File: src/shared/cvt_consts.vh
// Constants for the vertical timing and addressing unit
// Behaviour
// - Vertical sync starts when scanline counter equals the vertical sync start field.
// - With write-protect set, writes to indices 0-7 are ignored, except line-compare extension.
// - Refresh cycle bit selects five or three cycles per line; variant forces one.
// - Interrupt disable set keeps the interrupt output inactive.
// - Clear bit at 0 clears pending and output; 1 re-arms the interrupt.
// - Vertical sync ends when counter low four bits equal sync end field.
// - Active display ends at the scanline given by vertical display end.
// - Each new row adds the shifted 9-bit row pitch to previous row start.
// - Doubleword mode rotates counter left two; address bits 1:0 from 13:12.
// - Count-by-four clocks the address counter at quarter character rate.
// - In text modes underline is drawn on the cell scanline from the field.
// - Vertical blank starts at the vertical blank start field.
// - Vertical blank ends on match with blank end field; 8 bits without extension.
// - Timing enable runs the timing logic; zero stops it.
// - Byte mode sends counter unrotated; word mode rotates left one place.
// - In word mode the wrap bit selects a 16- or 14-bit rotation.
// - Count-by-two clocks the address counter at half character rate.
// - Vertical doubling counts scanlines on every second horizontal sync.
// - Overflow bit 2 supplies bit 8 of the vertical sync start field.
`ifndef CVT_CONSTS_VH
`define CVT_CONSTS_VH
`define CVT_IDX_VTOTAL    8'h06
`define CVT_IDX_OVFL      8'h07
`define CVT_IDX_CELL      8'h09
`define CVT_IDX_VSS       8'h10
`define CVT_IDX_VSE       8'h11
`define CVT_IDX_VDE       8'h12
`define CVT_IDX_PITCH     8'h13
`define CVT_IDX_ULINE     8'h14
`define CVT_IDX_VBS       8'h15
`define CVT_IDX_VBE       8'h16
`define CVT_IDX_MODE      8'h17
`define CVT_IDX_EXT       8'h1B
`define CVT_IDX_PROT_TOP  8'h07
`define CVT_OV_VT8        0
`define CVT_OV_VDE8       1
`define CVT_OV_VSS8       2
`define CVT_OV_VBS8       3
`define CVT_OV_LC8        4
`define CVT_CH_VBS9       5
`define CVT_SE_PROT       7
`define CVT_SE_REFR       6
`define CVT_SE_IDIS       5
`define CVT_SE_ICLR       4
`define CVT_UL_DWORD      6
`define CVT_UL_BY4        5
`define CVT_MC_TEN        7
`define CVT_MC_BYTE       6
`define CVT_MC_WRAP       5
`define CVT_MC_BY2        3
`define CVT_MC_VDBL       2
`define CVT_EX_VBE_EXT    5
`define CVT_EX_PITCH8     4
`define CVT_REFR_FIVE     3'h5
`define CVT_REFR_THREE    3'h3
`define CVT_REFR_ONE      3'h1
`define CVT_REG_RESET     8'h00
`endif
File: src/logic/cvt_vertical_timing.v
// Vertical timing, interrupt and display address generation
`timescale 1ns/1ps
`include "cvt_consts.vh"

module cvt_vertical_timing #(
    parameter ADDR_W = 16
) (
    // Clock and reset
    input  wire              i_core_clk,
    input  wire              i_reset,
    // Indexed register port
    input  wire [7:0]        i_reg_index,
    input  wire              i_reg_wr,
    input  wire              i_reg_rd,
    input  wire [7:0]        i_reg_wdata,
    output reg  [7:0]        o_reg_rdata,
    // Timing strobes from the horizontal unit, text mode and refresh variant inputs
    input  wire              i_char_en,
    input  wire              i_hsync_start,
    input  wire              i_text_mode,
    input  wire              i_refresh_one,
    // Vertical outputs
    output reg               o_vsync,
    output reg               o_vblank,
    output reg               o_vdisp_active,
    output reg               o_underline,
    output reg  [2:0]        o_refresh_cycles,
    // Interrupt
    output wire              o_irq,
    output reg               o_irq_pending,
    // Display memory address
    output reg  [ADDR_W-1:0] o_mem_addr
);

    reg  [7:0]        vtotal_low;
    reg  [7:0]        vert_overflow;
    reg  [7:0]        cell_height_reg;
    reg  [7:0]        vsync_start_low;
    reg  [7:0]        vsync_end_ctrl;
    reg  [7:0]        vdisp_end_low;
    reg  [7:0]        row_pitch;
    reg  [7:0]        underline_addr_mode;
    reg  [7:0]        vblank_start_low;
    reg  [7:0]        vblank_end_low;
    reg  [7:0]        mode_control;
    reg  [7:0]        ext_display_ctrl;

    reg  [9:0]        scanline;
    reg  [4:0]        row_scan;
    reg               hs_half;
    reg  [1:0]        char_div;
    reg  [ADDR_W-1:0] row_start;
    reg  [ADDR_W-1:0] addr_cnt;

    wire protect   = vsync_end_ctrl[`CVT_SE_PROT];
    wire wr_prot   = i_reg_index <= `CVT_IDX_PROT_TOP;
    wire timing_on = mode_control[`CVT_MC_TEN];
    wire dword     = underline_addr_mode[`CVT_UL_DWORD];
    wire byte_mode = mode_control[`CVT_MC_BYTE];

    // Assembled vertical fields
    wire [9:0] vtotal = {1'b0, vert_overflow[`CVT_OV_VT8], vtotal_low};
    wire [9:0] vss    = {1'b0, vert_overflow[`CVT_OV_VSS8],
                         vsync_start_low};
    wire [9:0] vde    = {1'b0, vert_overflow[`CVT_OV_VDE8], vdisp_end_low};
    wire [9:0] vbs    = {cell_height_reg[`CVT_CH_VBS9],
                         vert_overflow[`CVT_OV_VBS8], vblank_start_low};
    wire [8:0] pitch  = {ext_display_ctrl[`CVT_EX_PITCH8], row_pitch};

    // Register writes
    always @(posedge i_core_clk) begin
        if (i_reset) begin
            vtotal_low          <= `CVT_REG_RESET;
            vert_overflow       <= `CVT_REG_RESET;
            cell_height_reg     <= `CVT_REG_RESET;
            vsync_start_low     <= `CVT_REG_RESET;
            vsync_end_ctrl      <= `CVT_REG_RESET;
            vdisp_end_low       <= `CVT_REG_RESET;
            row_pitch           <= `CVT_REG_RESET;
            underline_addr_mode <= `CVT_REG_RESET;
            vblank_start_low    <= `CVT_REG_RESET;
            vblank_end_low      <= `CVT_REG_RESET;
            mode_control        <= `CVT_REG_RESET;
            ext_display_ctrl    <= `CVT_REG_RESET;
        end else if (i_reg_wr) begin
            if (!(protect && wr_prot)) begin
                if (i_reg_index == `CVT_IDX_VTOTAL)
                    vtotal_low <= i_reg_wdata;
                if (i_reg_index == `CVT_IDX_OVFL)
                    vert_overflow <= i_reg_wdata;
            end else if (i_reg_index == `CVT_IDX_OVFL) begin
                vert_overflow[`CVT_OV_LC8] <= i_reg_wdata[`CVT_OV_LC8];
            end
            case (i_reg_index)
                `CVT_IDX_CELL:  cell_height_reg     <= i_reg_wdata;
                `CVT_IDX_VSS:   vsync_start_low     <= i_reg_wdata;
                `CVT_IDX_VSE:   vsync_end_ctrl      <= i_reg_wdata;
                `CVT_IDX_VDE:   vdisp_end_low       <= i_reg_wdata;
                `CVT_IDX_PITCH: row_pitch           <= i_reg_wdata;
                `CVT_IDX_ULINE: underline_addr_mode <= i_reg_wdata;
                `CVT_IDX_VBS:   vblank_start_low    <= i_reg_wdata;
                `CVT_IDX_VBE:   vblank_end_low      <= i_reg_wdata;
                `CVT_IDX_MODE:  mode_control        <= i_reg_wdata;
                `CVT_IDX_EXT:   ext_display_ctrl    <= i_reg_wdata;
                default: ;
            endcase
        end
    end

    // Register reads, reserved bits as zero
    always @(posedge i_core_clk) begin
        if (i_reset) begin
            o_reg_rdata <= `CVT_REG_RESET;
        end else if (i_reg_rd) begin
            case (i_reg_index)
                `CVT_IDX_VTOTAL: o_reg_rdata <= vtotal_low;
                `CVT_IDX_OVFL:   o_reg_rdata <= vert_overflow;
                `CVT_IDX_CELL:   o_reg_rdata <= cell_height_reg;
                `CVT_IDX_VSS:    o_reg_rdata <= vsync_start_low;
                `CVT_IDX_VSE:    o_reg_rdata <= vsync_end_ctrl;
                `CVT_IDX_VDE:    o_reg_rdata <= vdisp_end_low;
                `CVT_IDX_PITCH:  o_reg_rdata <= row_pitch;
                `CVT_IDX_ULINE:  o_reg_rdata <= {1'b0,
                                     underline_addr_mode[6:0]};
                `CVT_IDX_VBS:    o_reg_rdata <= vblank_start_low;
                `CVT_IDX_VBE:    o_reg_rdata <= vblank_end_low;
                `CVT_IDX_MODE:   o_reg_rdata <= {mode_control[7:5], 1'b0,
                                     mode_control[3:0]};
                `CVT_IDX_EXT:    o_reg_rdata <= ext_display_ctrl;
                default:         o_reg_rdata <= `CVT_REG_RESET;
            endcase
        end
    end

    // Scanline advance, optionally every second hsync
    wire line_tick = timing_on && i_hsync_start &&
                     (!mode_control[`CVT_MC_VDBL] || hs_half);
    wire [9:0] next_scanline = (scanline == vtotal) ? 10'h000
                                                    : scanline + 10'h001;
    wire [7:0] vbe_low_cmp = next_scanline[7:0];
    wire vbe_hit = ext_display_ctrl[`CVT_EX_VBE_EXT]
                   ? (next_scanline == {2'b00, vblank_end_low})
                   : (vbe_low_cmp == vblank_end_low);
    wire vss_hit = next_scanline == vss;
    wire new_row = (row_scan == cell_height_reg[4:0]);
    wire [4:0] next_row_scan = (next_scanline == 10'h000 || new_row)
                               ? 5'h00 : row_scan + 5'h01;

    always @(posedge i_core_clk) begin
        if (i_reset || !timing_on) begin
            scanline       <= 10'h000;
            row_scan       <= 5'h00;
            hs_half        <= 1'b0;
            o_vsync        <= 1'b0;
            o_vblank       <= 1'b0;
            o_vdisp_active <= 1'b0;
            o_underline    <= 1'b0;
        end else begin
            if (i_hsync_start)
                hs_half <= ~hs_half;
            if (line_tick) begin
                scanline <= next_scanline;
                row_scan <= next_row_scan;
                if (vss_hit)
                    o_vsync <= 1'b1;
                else if (next_scanline[3:0] == vsync_end_ctrl[3:0])
                    o_vsync <= 1'b0;
                if (next_scanline == vbs)
                    o_vblank <= 1'b1;
                else if (vbe_hit)
                    o_vblank <= 1'b0;
                if (next_scanline == vde)
                    o_vdisp_active <= 1'b0;
                else if (next_scanline == 10'h000)
                    o_vdisp_active <= 1'b1;
                o_underline <= i_text_mode &&
                    (next_row_scan == underline_addr_mode[4:0]);
            end
        end
    end

    // Vertical interrupt; a set in the clearing cycle wins
    wire irq_set = line_tick && vss_hit && !o_vsync &&
                   !vsync_end_ctrl[`CVT_SE_IDIS] &&
                   vsync_end_ctrl[`CVT_SE_ICLR];
    wire irq_clr = (i_reg_wr && i_reg_index == `CVT_IDX_VSE &&
                    !i_reg_wdata[`CVT_SE_ICLR]) ||
                   !vsync_end_ctrl[`CVT_SE_ICLR];

    always @(posedge i_core_clk) begin
        if (i_reset)
            o_irq_pending <= 1'b0;
        else if (irq_set)
            o_irq_pending <= 1'b1;
        else if (irq_clr)
            o_irq_pending <= 1'b0;
    end

    assign o_irq = o_irq_pending && !vsync_end_ctrl[`CVT_SE_IDIS] &&
                   vsync_end_ctrl[`CVT_SE_ICLR];

    // Refresh cycles per scanline
    always @(posedge i_core_clk) begin
        if (i_reset)
            o_refresh_cycles <= `CVT_REFR_THREE;
        else if (i_refresh_one)
            o_refresh_cycles <= `CVT_REFR_ONE;
        else if (vsync_end_ctrl[`CVT_SE_REFR])
            o_refresh_cycles <= `CVT_REFR_FIVE;
        else
            o_refresh_cycles <= `CVT_REFR_THREE;
    end

    // Address counter rate: full, half or quarter character clock
    wire addr_adv = i_char_en && (underline_addr_mode[`CVT_UL_BY4]
                    ? (char_div == 2'h3)
                    : (!mode_control[`CVT_MC_BY2] || char_div[0]));
    wire [ADDR_W-1:0] pitch_step = dword
        ? {{(ADDR_W-11){1'b0}}, pitch, 2'b00}
        : {{(ADDR_W-10){1'b0}}, pitch, 1'b0};
    // First line of a frame starts at zero, later rows add the pitch
    wire [ADDR_W-1:0] next_row_start = (next_scanline == 10'h000)
                      ? {ADDR_W{1'b0}}
                      : (new_row ? row_start + pitch_step : row_start);

    always @(posedge i_core_clk) begin
        if (i_reset || !timing_on) begin
            char_div  <= 2'h0;
            row_start <= {ADDR_W{1'b0}};
            addr_cnt  <= {ADDR_W{1'b0}};
        end else if (line_tick) begin
            char_div  <= 2'h0;
            row_start <= next_row_start;
            addr_cnt  <= next_row_start;
        end else if (i_char_en) begin
            char_div <= char_div + 2'h1;
            if (addr_adv)
                addr_cnt <= addr_cnt + {{(ADDR_W-1){1'b0}}, 1'b1};
        end
    end

    // Address rotation toward display memory
    always @(posedge i_core_clk) begin
        if (i_reset)
            o_mem_addr <= {ADDR_W{1'b0}};
        else if (dword)
            o_mem_addr <= {addr_cnt[ADDR_W-1:14], addr_cnt[11:0],
                           addr_cnt[13:12]};
        else if (byte_mode)
            o_mem_addr <= addr_cnt;
        else if (mode_control[`CVT_MC_WRAP])
            o_mem_addr <= {addr_cnt[ADDR_W-2:0],
                           addr_cnt[ADDR_W-1]};
        else
            o_mem_addr <= {addr_cnt[ADDR_W-1:14], addr_cnt[12:0],
                           addr_cnt[13]};
    end

endmodule // cvt_vertical_timing

File: config.mk
export PLATFORM = sky130hd
export DESIGN_NAME = cvt_vertical_timing
export DESIGN_NICKNAME = d
export VERILOG_FILES = /design/src/logic/cvt_vertical_timing.v
export VERILOG_INCLUDE_DIRS = /design/src /design/src/shared
export SDC_FILE = /design/constraint.sdc
export NUM_CORES = 1
export LEC_CHECK = 0
export BUFFER_PORTS_ARGS = -buffer_cell sky130_fd_sc_hd__buf_2
export CAP_MARGIN = 5
export CORE_AREA = 5 5 113 195
export CTS_CLUSTER_DIAMETER = 60
export DETAILED_ROUTE_END_ITERATION = 6
export DIE_AREA = 0 0 118 200
export PLACE_DENSITY_LB_ADDON = 0.3
export SETUP_SLACK_MARGIN = 0.2
export SLEW_MARGIN = 30
export SYNTH_ARGS = -nofsm -noshare
export SYNTH_HDL_FRONTEND = slang
export SYNTH_SLANG_ARGS = --single-unit
File: constraint.sdc
create_clock -name i_core_clk -period 2.9 [get_ports i_core_clk]
set_input_delay 0.58 -clock i_core_clk [delete_from_list [all_inputs] [get_ports i_core_clk]]
set_output_delay 0.58 -clock i_core_clk [all_outputs]
set_load 0.02 [all_outputs]
### After elaboration in Yosys (flattened, before gate mapping)

Index checks and enable logic that the tools add are counted.

* $add $sub $neg: 5
* order comparisons: 1
* eq/ne operators: 22
* multiplexer cells: 27
* bitwise gates (word level): 2
* reductions and logical operators: 51

Operator list (number)
* $mux W16: 8
* $pmux W8 S12: 1
* $eq A8 B5 Y1 const B: 9
* $eq A10 B9 Y1: 3
* $reduce_and A2 Y1: 15
* $add A16 B1 Y16 const B: 1
* $add A16 B11 Y16: 1
* $eq A8 B3 Y1 const B: 2
* $logic_and A1 B1 Y1: 13
* $mux W1: 12
* $reduce_bool A2 Y1: 6
* $mux W11: 1
* $add A10 B1 Y10 const B: 1
* $eq A10 B10 Y1: 1
* $eq A10 B8 Y1: 1
* $eq A5 B5 Y1: 2
* $logic_not A10 Y1: 1
* $mux W10: 1
* $mux W5: 2
* $eq A8 B4 Y1 const B: 1
* $eq A8 B8 Y1: 1
* $le A8 B3 Y1 const B: 1
* $logic_not A1 Y1: 7
* $reduce_and A3 Y1: 2
* other kinds (9): 15

* flip-flop bits (word level): 177

### Depth between registers and ports, before layout

Gate-level depths: netlist of the first run.

* depth after elaboration: 8
* mapped depth: 12
* gate-level depth less buffers: 10

### Worst setup path before layout of the first run

No wires, ideal clock.

* kind: register -> register
* from: reg underline_addr_mode[6]
* to: reg addr_cnt[14]
* data arrival time: 2928 ps
* required time: 2783 ps
* setup slack: -145 ps
* stages on the path, launching flop included: 12
* path buffers: 2
* period minus slack after synthesis: 3045 ps
* path through: dfxtp_1 > clkbuf_1 > buf_1 > mux2_2 > ha_1 > o21ai_0 > o21a_1 > o21bai_1 > nand3_1 > a2111oi_0 > xor2_1 > a32o_1

* cells in the longest elaborated chain, start to end: 5

RTL lines
* start, declared: line cvt_vertical_timing.v:42 `reg [7:0] underline_addr_mode;`
* start signal, assigned: line cvt_vertical_timing.v:80 `` underline_addr_mode <= `CVT_REG_RESET; ``
* start signal, assigned: line cvt_vertical_timing.v:100 `` `CVT_IDX_ULINE: underline_addr_mode <= i_reg_wdata; ``
* $mux W11: line cvt_vertical_timing.v:219 `? {{(ADDR_W-11){1'b0}}, pitch, 2'b00}`
* $add A16 B11 Y16: line cvt_vertical_timing.v:224 `: (new_row ? row_start + pitch_step : row_start);`
* $mux W16: line cvt_vertical_timing.v:224
* $mux W16: line cvt_vertical_timing.v:223 `? {ADDR_W{1'b0}}`
* $mux W16: line cvt_vertical_timing.v:231 `end else if (line_tick) begin`
* end signal, assigned: line cvt_vertical_timing.v:230 `addr_cnt <= {ADDR_W{1'b0}};`
* end signal, assigned: line cvt_vertical_timing.v:234 `addr_cnt <= next_row_start;`
* end signal, assigned: line cvt_vertical_timing.v:238 `addr_cnt <= addr_cnt + {{(ADDR_W-1){1'b0}}, 1'b1};`
* end, declared: line cvt_vertical_timing.v:53 `reg [ADDR_W-1:0] addr_cnt;`

No other way between the ends.
A chain may end at the register's enable or synchronous reset.

### Final worst setup path of the first run

* from: reg scanline[1]
* to: reg o_underline

* cells in the longest elaborated chain, start to end: 7
* elaborated cells on any way between the ends: 8
* those cells by class: add/sub (1); eq/ne (2); mux (2); reduce/logical (3)

RTL lines
* start, declared: line cvt_vertical_timing.v:48 `reg [9:0] scanline;`
* start signal, assigned: line cvt_vertical_timing.v:162 `scanline <= next_scanline;`
* $add A10 B1 Y10 / $eq A10 B9 Y1 (equally long branches): line cvt_vertical_timing.v:139, cvt_vertical_timing.v:138
* $mux W10 (*): line cvt_vertical_timing.v:138 `wire [9:0] next_scanline = (scanline == vtotal) ? 10'h000`
* $logic_not A10 Y1 (*): line cvt_vertical_timing.v:146 `wire [4:0] next_row_scan = (next_scanline == 10'h000 || new_row)`
* $logic_or A1 B1 Y1 (*): line cvt_vertical_timing.v:146
* $mux W5 (*): line cvt_vertical_timing.v:147 `? 5'h00 : row_scan + 5'h01;`
* $eq A5 B5 Y1 (*): line cvt_vertical_timing.v:177 `(next_row_scan == underline_addr_mode[4:0]);`
* $logic_and A1 B1 Y1 (*): line cvt_vertical_timing.v:176 `o_underline <= i_text_mode &&`
* end signal, assigned: line cvt_vertical_timing.v:176
* end, declared: line cvt_vertical_timing.v:26 `output reg o_underline,`

Every way passes the cells marked *; elsewhere a longest branch is shown, timed or not.

==> results of run 1 <==
final timing paths:
check | from | to | slack [ns] | cells past startpoint
max | scanline[1]$_SDFFE_PP0P_ | o_underline$_SDFFE_PP0P_ | 0.24 | 10
min reg2reg | row_start[0]$_SDFFE_PP0P_ | row_start[0]$_SDFFE_PP0P_ | 0.45 | 2
min | i_refresh_one | o_refresh_cycles[2]$_SDFF_PP0_ | 0.30 | 2
max reg2reg | scanline[1]$_SDFFE_PP0P_ | o_underline$_SDFFE_PP0P_ | 0.24 | 10
worst reg2reg max path: stages, from the launching register on:
cell	delay, ns
dfxtp_1	0.35
buf_4	0.18
nand4_4	0.16
or4_4	0.54
nand4_2	0.18
o41ai_4	0.10
buf_4	0.19
buf_2	0.20
o31ai_1	0.31
nand4_1	0.15
o31ai_2	0.22
per-layer routing:
layer,up-vias,part of all wire [%],global-route usage (%)
met4,0,9.7,23.9
li1,4462,-,-
met2,447,51,54.1
met5,-,0,0
met3,178,5.7,4.65
met1,4647,33,29.3
where the power goes:
group	total (mW)	internal [mW]	leakage, nW	switching, mW
clock	2.48	1.34	0.307	1.13
combinational	0.208	0.0579	2.75	0.150
sequential	2.41	2.41	1.41	0.00624
total	5.10	3.81	4.47	1.29
through the flow:
| step | util, % | cell area [um^2] |
|---|---|---|
| 6_report | 57.5 | 11600 |
| 5_1_grt | 57.5 | 11600 |
| 4_1_cts | 56.3 | 11400 |
| 3_5_place_dp | 53.0 | 10700 |
| 3_3_place_gp | 53.0 | 10700 |
| 2_1_floorplan | - | 9970 |
cells in the mapped netlist (6+ instances only):
| library cell | instances | share of area, % |
|---|---|---|
| mux2i_1 | 91 | 9.1 |
| nand4_1 | 9 | 0.57 |
| and3_1 | 11 | 0.69 |
| mux4_2 | 10 | 2.3 |
| o21ai_0 | 39 | 2.0 |
| a31oi_1 | 13 | 0.82 |
| and2_1 | 11 | 0.69 |
| o211ai_1 | 8 | 0.60 |
| or3_1 | 6 | 0.38 |
| mux2_2 | 13 | 1.5 |
| clkbuf_1 | 72 | 2.7 |
| nor4_1 | 6 | 0.38 |
| nor3b_1 | 6 | 0.45 |
| a211oi_1 | 25 | 1.9 |
| a22oi_1 | 24 | 1.8 |
| xnor2_1 | 29 | 2.6 |
| nor3_1 | 21 | 1.1 |
| nand3_1 | 66 | 3.3 |
| o22ai_1 | 6 | 0.38 |
| ha_1 | 14 | 1.8 |
| nand2_1 | 91 | 3.4 |
| nor2_1 | 171 | 6.4 |
| a21oi_1 | 97 | 4.9 |
| nand3b_1 | 8 | 0.60 |
| nand2b_1 | 9 | 0.57 |
| xor2_1 | 25 | 2.2 |
| buf_2 | 8 | 0.40 |
| inv_1 | 16 | 0.60 |
| nor2b_1 | 6 | 0.38 |
| dfxtp_1 | 175 | 35 |
kinds of logic after synthesis:
logic type                 synth area share, %
and+or+nand+nor                           21.2
AOI/OAI and AO/OA                         19.1
DFF                                       35.2
muxes                                     12.9
buffers and inverters                     4.32
xor gates and xnor gates                  5.36
adders and majority gates                 1.96
other                                   0.0377
area by class of cell:
class                      instances  area share, %
timing repair buffer             135           7.71
sequential                       175           30.2
multi-input combinational        917           53.4
clock buffer                      18           3.78
clock inverter                    14           1.66
tap                              248           2.67
inverter                          16          0.517
timing repair:
item | 4_1_cts | 5_1_grt
pin swaps | 1 | 18
setup endpoints to repair | 17 | 25
resized for setup | 6 | 31
setup buffers | 0 | 11
gates cloned | 0 | 1
==> summary.txt, run 1 <==
Outcome
  – Status: complete, but fails checks
  – Failing checks: DRC

GRT
  – Number of global-route vias before repair: slightly above 9000
  – Global-route wire length before repair: roughly 53 mm
  – Pin count of the biggest net entering global routing: 54
  – Total grt overflow: 0
  – Initial antenna violation count: 0
  – Gr usage total: between 20 and 30%

Critical path
  – Required time worst endpoint: roughly 3.3 ns
  – Worst Path Class, Setup: reg -> reg
  – Worst Path Arrival: 3.03 ns
  – Startpoint Class: register
  – Worst-path cell chain: buf_4, nand4_4, or4_4, nand4_2, o41ai_4, buf_4, buf_2, o31ai_1, nand4_1, o31ai_2
  – Maximum fanout along the worst path: 7
  – Most used cell, CP: buf_4
  – Critical path buffer and inverter count: 3
  – Slowest stage delay, CP: around 0.54 ns
  – CP endpoint kind: register
  – CP max-delay cell: or4_4
  – CP delay by family, top: simple AND/OR/NAND/NOR gates

Layout
  – Commonest non-fill, non-tap cell in the layout: dfxtp_1
  – Finished Layout Cells: approximately 1500
  – Layout fillers: around 1900
  – FF/Latch Area: between 3000 and 4000 um^2
  – Commonest non-fill, non-tap cells in the layout: dfxtp_1, nor2_1, a21oi_1
  – Share of cells above drive strength 1: 19.1%
  – Number of diodes: 0
  – Multi-input logic area: just over 6000 um^2
  – Area grow syn2layout: 16.7%
  – Top Registers: addr_cnt x16, o_mem_addr x16, row_start x16
  – NumNets Final: 1301

Yosys
  – Synth unique cells: slightly above 80
  – Post-Syn Area: ~10000 um^2
  – Ys flop type: dfxtp_1
  – #FFs+latches synth: 175
  – Ys async rst share: 0%
  – Average size of a mapped cell: 8.33 um^2
  – Post-synth EDFFs: 0
  – Synth Warn #: 0
  – Mapped Cells: between 1000 and 1500
  – Register area share after synthesis: between 30% and 40%
  – Synthesized Nets: ~1200

Routing
  – DR iter-0 viols: roughly 870
  – Residual DRC: 1
  – DRT antenna net count: 0
  – First-pass detailed-route iteration total: 7
  – Post-DR wirelength/cell: about 24 um
  – Via count: around 9700
  – Via density: 6.39
  – Final WL: between 30 and 40 mm

Timing
  – Slew Limit Fails: 0
  – RSZ-0062 raised after global routing: true
  – Final Hold Violating Endpoints: 0
  – Slew @ Worst Pin: about 1.0 ns
  – Setup TNS Final: 0 ns
  – Worst rel slew slack: between 30% and 40%
  – Crit share post-route: around 92%
  – Min Tclk post-route: roughly 2.7 ns
  – Clk_skew: between 0.01 and 0.015 ns
  – Fmax: ~380 MHz
  – Setup ws final: 0.236 ns
  – Setup violators final: 0
  – Fin Hold WS: roughly 0.3 ns

Clocking
  – CTS tree: yes
  – Clock latency on the worst-skew pair: 0.46 ns
  – CTS buffer count: 17
  – Longest Clk Path Bufs: 2
  – Hold-fix buffers, CTS: 0
  – CTS sink count: about 180
  – Root Buffer: clkbuf_16
  – Clk pin slew, worst setup/hold paths: ~0.080 ns
  – H-tree depth: 4

Floorplan
  – Cell Rows: 69
  – Initial Utilization: approximately half
  – Core area: between 20000 and 25000 um^2
  – Die Span Y: roughly 200 um
  – # IOs: 57
  – Die Wd: 118 um
  – Die area: between 20000 and 25000 um^2

Place
  – Dpl hpwl: approximately 27 mm
  – Final Wtd Congestion: between 1 and 1.5
  – IO Port Bufs: 55
  – Placement Setup Slack: 0.0599 ns
  – Dpl cells: between 1000 and 1500

Power and ir drop
  – Total power: between 5 and 6 mW
  – Total leakage power: about 4.5 nW
  – Max VDD drop: roughly 0.45 mV
  – Total power divided by cell area: about 440 nW/um^2

Worst hold path
  – Hold crit path type: in -> reg

Job
  – Max Cap Viol: 0
Note: power is estimated with default switching activity, not from simulation.
==> inputs of run 2 (changes only) <==
CELL_PAD_IN_SITES_DETAIL_PLACEMENT = 0   (was default)
CELL_PAD_IN_SITES_GLOBAL_PLACEMENT = 2   (was default)
CORE_AREA = 5 5 136 235   (was 5 5 113 195)
DIE_AREA = 0 0 141 240   (was 0 0 118 200)
==> run 2 against run 1 <==
The flow now finishes without violations. Setup slack better by 0.024 ns. Wire length rose by 7.2%. Combinational power up 8%. Clock skew increased by 0.0033 ns. Non-clock buffer count up 7. Fmax grew 0.91%. Largest cell class unchanged. Largest power group unchanged.
==> summary.txt, run 2 (same netlist as run 1, synthesis figures left out) <==
Routing
  – DRT antenna net count: 0
  – Post-DR wirelength/cell: roughly 23 um
  – DR iter-0 viols: about 670
  – Via count: around 9400
  – Residual DRC: 0
  – First-pass detailed-route iteration total: 5
  – Final WL: a little under 40 mm
  – Via density: ~5.6

GRT
  – Number of global-route vias before repair: just over 9000
  – Pin count of the biggest net entering global routing: between 90 and 100
  – Gr usage total: between 20 and 25%
  – Total grt overflow: 0
  – Initial antenna violation count: 0
  – Global-route wire length before repair: approximately 57 mm

Clocking
  – CTS sink count: between 150 and 200
  – Hold-fix buffers, CTS: 0
  – H-tree depth: 4
  – CTS tree: yes
  – CTS buffer count: 17
  – Root Buffer: clkbuf_16
  – Clock latency on the worst-skew pair: about 0.45 ns
  – Clk pin slew, worst setup/hold paths: roughly 0.070 ns
  – Longest Clk Path Bufs: 2

Worst hold path
  – Min-delay src: i_refresh_one
  – Hold crit path type: in -> reg

Critical path
  – FF-to-FF End: addr_cnt[11]$_SDFFE_PP0P_
  – Worst r2r src: underline_addr_mode[6]$_SDFFE_PP0P_
  – Slowest stage delay, CP: 0.41 ns
  – CP endpoint kind: register
  – R2r setup slk: about 0.26 ns
  – Worst Path Arrival: approximately 3.0 ns
  – CP max-delay cell: dfxtp_4
  – Reg2Reg Depth: 11
  – Levels on crit path: 11
  – Crit path from: underline_addr_mode[6]$_SDFFE_PP0P_
  – Maximum fanout along the worst path: 7
  – Critical path buffer and inverter count: 2
  – Most used cell, CP: buf_4
  – CP delay by family, top: compound AO/OA/AOI/OAI gates
  – CP endpoint: addr_cnt[11]$_SDFFE_PP0P_
  – Required time worst endpoint: 3.24 ns
  – Worst Path Class, Setup: reg -> reg
  – Worst-path cell chain: buf_4, mux2_2, ha_1, o21a_1, or2_4, o211ai_1, buf_4, a211oi_2, xnor2_1, o22ai_1, o211a_1
  – Startpoint Class: register

Layout
  – NumNets Final: approximately 1300
  – Top Registers: addr_cnt x16, o_mem_addr x16, row_start x16
  – Share of cells above drive strength 1: 19.7%
  – Number of diodes: 0
  – Commonest non-fill, non-tap cell in the layout: nor2_1
  – Final instance area: 11900 um^2
  – Finished Layout Cells: ~1700
  – Fin util: around two fifths
  – Commonest non-fill, non-tap cells in the layout: nor2_1, dfxtp_1, a21oi_1
  – Area grow syn2layout: 19.8%

Place
  – IO Port Bufs: between 50 and 60
  – Dpl cells: roughly 1600
  – Dpl hpwl: around 30 mm
  – Dpl cell area: 11000 um^2
  – Final Wtd Congestion: between 0.8 and 0.9

Timing
  – Worst rel slew slack: a little over two fifths
  – Final Hold Violating Endpoints: 0
  – RSZ-0062 raised after global routing: true
  – Min Tclk post-route: between 2 and 3 ns
  – Slew Limit Fails: 0
  – Setup violators final: 0
  – Fmax: about 380 MHz
  – Fin Hold WS: 0.317 ns
  – Crit share post-route: slightly above 90%
  – Clk_skew: 0.0134 ns
  – Slew @ Worst Pin: just under 0.9 ns

Power and ir drop
  – Max VDD drop: roughly 0.43 mV
  – Total power divided by cell area: 432 nW/um^2
  – Total leakage power: approximately 4.5 nW

Floorplan
  – Initial Utilization: approximately a third
  – Core area: ~30000 um^2
  – # IOs: 57
  – Cell Rows: 84
  – Die Wd: between 100 and 150 um
  – Die Span Y: about 240 um
  – Die area: 33800 um^2

Job
  – Max Cap Viol: 0

Outcome
  – Status: finished clean
run 2: cell count changes in the layout (fill, tap and decap cells not counted), moves of 3 or more:
cell and delta:
o21ai_0 +3, o21ai_1 -3, buf_4 +4, clkinv_4 +4
run 2: routing by layer:
layer	part of all wire (%)	vias up	global-route usage, %
met5	0	-	0
met4	7.3	0	14.6
met3	2.6	89	3.02
met2	56	221	43.9
met1	35	4601	22.3
li1	-	4472	-
run 2: worst reg2reg max path, cell delays in order, from the launching register on:
cell      delay (ns)
dfxtp_4         0.41
buf_4           0.14
mux2_2          0.34
ha_1            0.30
o21a_1          0.20
or2_4           0.26
o211ai_1        0.08
buf_4           0.18
a211oi_2        0.10
xnor2_1         0.29
o22ai_1         0.13
o211a_1         0.13
run 2: timing repair:
item | 4_1_cts | 5_1_grt
gates resized for setup | 7 | 40
setup endpoints to repair | 22 | 21
setup buffers | 2 | 5
pin swaps | 4 | 18
run 2: layout make-up:
cell class,instances,area (um^2)
Tap cell,387,484
Fill cell,3150,17900
Multi-Input combinational cell,917,6240
Clock buffer,18,439
Sequential cell,175,3510
Clock inverter,14,199
Timing Repair Buffer,142,991
Inverter,16,60.1
run 2: power breakdown:
part	total (mW)	switching, mW	internal [mW]
clock network	2.52	1.10	1.42
registers	2.41	0.00631	2.41
logic	0.225	0.163	0.0620
total	5.15	1.27	3.88
run 2: metrics by stage:
stage	worst slack [ns]	setup TNS, ns	total power [mW]
floorplan	0.220	0	2.59
global placement	-0.0472	-0.0833	2.70
detailed placement	-0.0516	-0.0961	2.70
CTS	0.159	0	5.21
global route	0.172	0	5.32
finish	0.260	0	5.15
run 2: worst min path at each step:
stage / endpoint / depth (start not counted) / slack [ns]
2_1_floorplan: row_start[0]$_SDFFE_PP0P_ / 2 / 0.41
3_3_place_gp: row_start[0]$_SDFFE_PP0P_ / 2 / 0.43
3_5_place_dp: row_start[0]$_SDFFE_PP0P_ / 2 / 0.44
4_1_cts: o_refresh_cycles[2]$_SDFF_PP0_ / 2 / 0.29
5_1_grt: o_refresh_cycles[2]$_SDFF_PP0_ / 2 / 0.29
6_report: o_refresh_cycles[2]$_SDFF_PP0_ / 2 / 0.32
==> inputs of run 3 (changes only) <==
ABC_AREA = 1   (was default)
CORE_AREA = 5 5 137 237   (was 5 5 136 235)
DIE_AREA = 0 0 142 242   (was 0 0 141 240)
==> run 3 against run 2 <==
Utilization fell by 5.4 points. Highest routed layer unchanged. Critical endpoint is now row_start[1]$_SDFFE_PP0P_. Clock-buffer cell count increased by 5. Critical path depth increased by 2. Power is 8.1% lower. Register-to-register slack better by 0.07 ns.
==> summary.txt, run 3 <==
Timing
  – Setup TNS Final: 0 ns
  – Crit share post-route: ~89%
  – Slew Limit Fails: 0
  – Min Tclk post-route: 2.57 ns
  – Slew @ Worst Pin: between 0.8 and 0.9 ns
  – Fmax: just under 400 MHz
  – Worst rel slew slack: about 44%
  – Final Hold Violating Endpoints: 0
  – Setup violators final: 0
  – Clk_skew: about 0.007 ns
  – RSZ-0062 raised after global routing: false
  – Setup ws final: around 0.33 ns

Clocking
  – CTS sink count: around 180
  – CTS buffer count: 17
  – H-tree depth: 4
  – Hold-fix buffers, CTS: 0
  – Longest Clk Path Bufs: 2
  – Clk pin slew, worst setup/hold paths: approximately 0.070 ns
  – Clock latency on the worst-skew pair: around 0.45 ns
  – Root Buffer: clkbuf_16
  – CTS tree: yes

Yosys
  – Synth top area cells: dfxtp_1, a21oi_1, o21ai_0
  – Register area share after synthesis: a little under two fifths
  – Synth unique cells: 44
  – Post-Syn Area: roughly 9200 um^2
  – Synth Warn #: 0
  – Yosys top cell area share: 38.0%
  – Mapped Cells: 1327
  – Synthesized Nets: roughly 1400
  – Most common cell in the synthesized netlist: nand2_1
  – Average size of a mapped cell: approximately 7 um^2
  – Ys async rst share: 0%
  – #FFs+latches synth: ~180
  – Commonest cells post-synth: nand2_1, dfxtp_1, a21oi_1
  – Yosys top cell by area: dfxtp_1
  – Post-synth EDFFs: 0
  – Ys flop type: dfxtp_1

Critical path
  – Worst Path Arrival: 2.90 ns
  – Slowest stage delay, CP: approximately 0.47 ns
  – Required time worst endpoint: 3.23 ns
  – Startpoint Class: register
  – CP max-delay cell: dfxtp_1
  – CP endpoint kind: register
  – Most used cell, CP: nor2_2
  – Worst-path cell chain: ha_1, nand2_2, nor2_2, nand3_1, xor2_1, nor2_2, nor2_2, nand2_2, inv_2, nor2_8, buf_12, o211ai_1, a21oi_1
  – Critical path buffer and inverter count: 2
  – CP delay by family, top: simple AND/OR/NAND/NOR gates
  – Maximum fanout along the worst path: 11
  – R2r setup slk: 0.33 ns
  – Worst Path Class, Setup: reg -> reg

Routing
  – Residual DRC: 0
  – Post-DR wirelength/cell: around 20 um
  – Via density: 5.02
  – Final WL: around 35 mm
  – First-pass detailed-route iteration total: 4
  – Via count: 8900
  – DR iter-0 viols: 362
  – DRT antenna net count: 0

Layout
  – Top Registers: addr_cnt x16, o_mem_addr x16, row_start x16
  – Number of diodes: 0
  – Commonest non-fill, non-tap cell in the layout: nand2_1
  – Share of cells above drive strength 1: 11.4%
  – NumNets Final: 1410
  – Commonest non-fill, non-tap cells in the layout: nand2_1, dfxtp_1, a21oi_1
  – Layout fillers: about 3400
  – Area grow syn2layout: 14.0%

Outcome
  – Status: finished clean

GRT
  – Number of global-route vias before repair: about 8800
  – Pin count of the biggest net entering global routing: 36
  – Initial antenna violation count: 0
  – Global-route wire length before repair: about 54 mm
  – Total grt overflow: 0
  – Gr usage total: 20.8%

Floorplan
  – Die Span Y: approximately 240 um
  – Die Wd: approximately 140 um
  – Core area: approximately 30000 um^2
  – Die area: 34400 um^2
  – Initial Utilization: between 30% and 40%
  – Cell Rows: 85
  – # IOs: 57

Job
  – Max Cap Viol: 0

Power and ir drop
  – Total power divided by cell area: 450 nW/um^2
  – Max VDD drop: 0.433 mV
  – Total leakage power: between 4 and 5 nW

Place
  – IO Port Bufs: between 50 and 60
  – Dpl hpwl: approximately 27 mm
  – Final Wtd Congestion: slightly below 0.9
  – Placement Setup Slack: about 0.21 ns

Worst hold path
  – Hold crit path type: in -> reg
==> run 3: cell types whose count changed in the layout (fill, tap and decap cells not counted), moves of 20 or more <==
cell	change
a21oi_1	+77
a22oi_1	-24
buf_4	-49
inv_1	+155
mux2i_1	-90
nand2_1	+129
nor2_1	-91
o21ai_0	+130
o22ai_1	+26
xnor2_1	-20
==> run 3: cells by family (layout without fill, tap and decap cells) <==
kind of cell,after synthesis,in the layout,share of synthesized area [%]
buffers and inverters,243,298,10.3
and+or+nand+nor,422,422,20.1
other,1,1,0.0406
adders and majority gates,15,15,2.12
AOI/OAI and AO/OA,423,423,25.0
xor gates and xnor gates,47,47,4.46
muxes,1,1,0.108
DFF,175,175,38.0
==> run 3: power by group <==
| part | internal (mW) | total, mW | switching (mW) |
|---|---|---|---|
| clock network | 1.12 | 2.13 | 1.01 |
| registers | 2.41 | 2.41 | 0.00226 |
| logic | 0.0479 | 0.197 | 0.149 |
| total | 3.58 | 4.74 | 1.16 |
==> run 3: cell type report <==
cell class	instances	area, um^2	share of cell area, %
multi-input combinational	909	4780	45.5
sequential	175	3500	33.3
inverter	178	668	6.35
timing repair buffer	90	567	5.39
tap	391	489	4.65
clock buffer	23	468	4.45
clock inverter	7	40.0	0.381
==> run 3: through the flow <==
stage                     hold WS, ns  std cells  util, %  cell area, um^2  power, mW
after floorplan                 0.430       1327        -             9230       2.57
after global placement          0.447       1741     32.8             9970       2.66
after detailed placement        0.451       1741     32.8             9970       2.66
after CTS                       0.264       1771     34.5            10500       4.80
after global routing            0.285       1773     34.6            10500       4.91
final                           0.288       1773     34.6            10500       4.74
==> run 3: path summary, 6_finish.rpt <==
kind,from,endpoint,cells past startpoint
hold / removal,i_refresh_one,o_refresh_cycles[2]$_SDFF_PP0_,2
hold reg to reg,ext_display_ctrl[3]$_SDFFE_PP0P_,ext_display_ctrl[3]$_SDFFE_PP0P_,2
setup reg to reg,scanline[0]$_SDFFE_PP0P_,row_start[1]$_SDFFE_PP0P_,13
setup / recovery,scanline[0]$_SDFFE_PP0P_,row_start[1]$_SDFFE_PP0P_,13
==> run 3: worst reg2reg max path: cells and delay by family (launching register included) <==
kind | cells | cell delay [ns]
compound gates | 2 | 0.23
xor+xnor | 1 | 0.18
fa+ha+maj | 1 | 0.24
buf+inv | 2 | 0.30
flops | 1 | 0.47
simple gates | 7 | 1.02
==> run 3: timing repair <==
item / 4_1_cts / 5_1_grt
resized for setup: 1 / 6
pin swaps: 0 / 1
setup endpoints to repair: 4 / 34
setup buffers: 0 / 2
==> run 3: routing by layer <==
layer	share of wire, %	global-route usage, %
met3	2.9	3.00
met5	0	0
met2	56	40.7
met1	36	20.9
met4	4.3	9.46
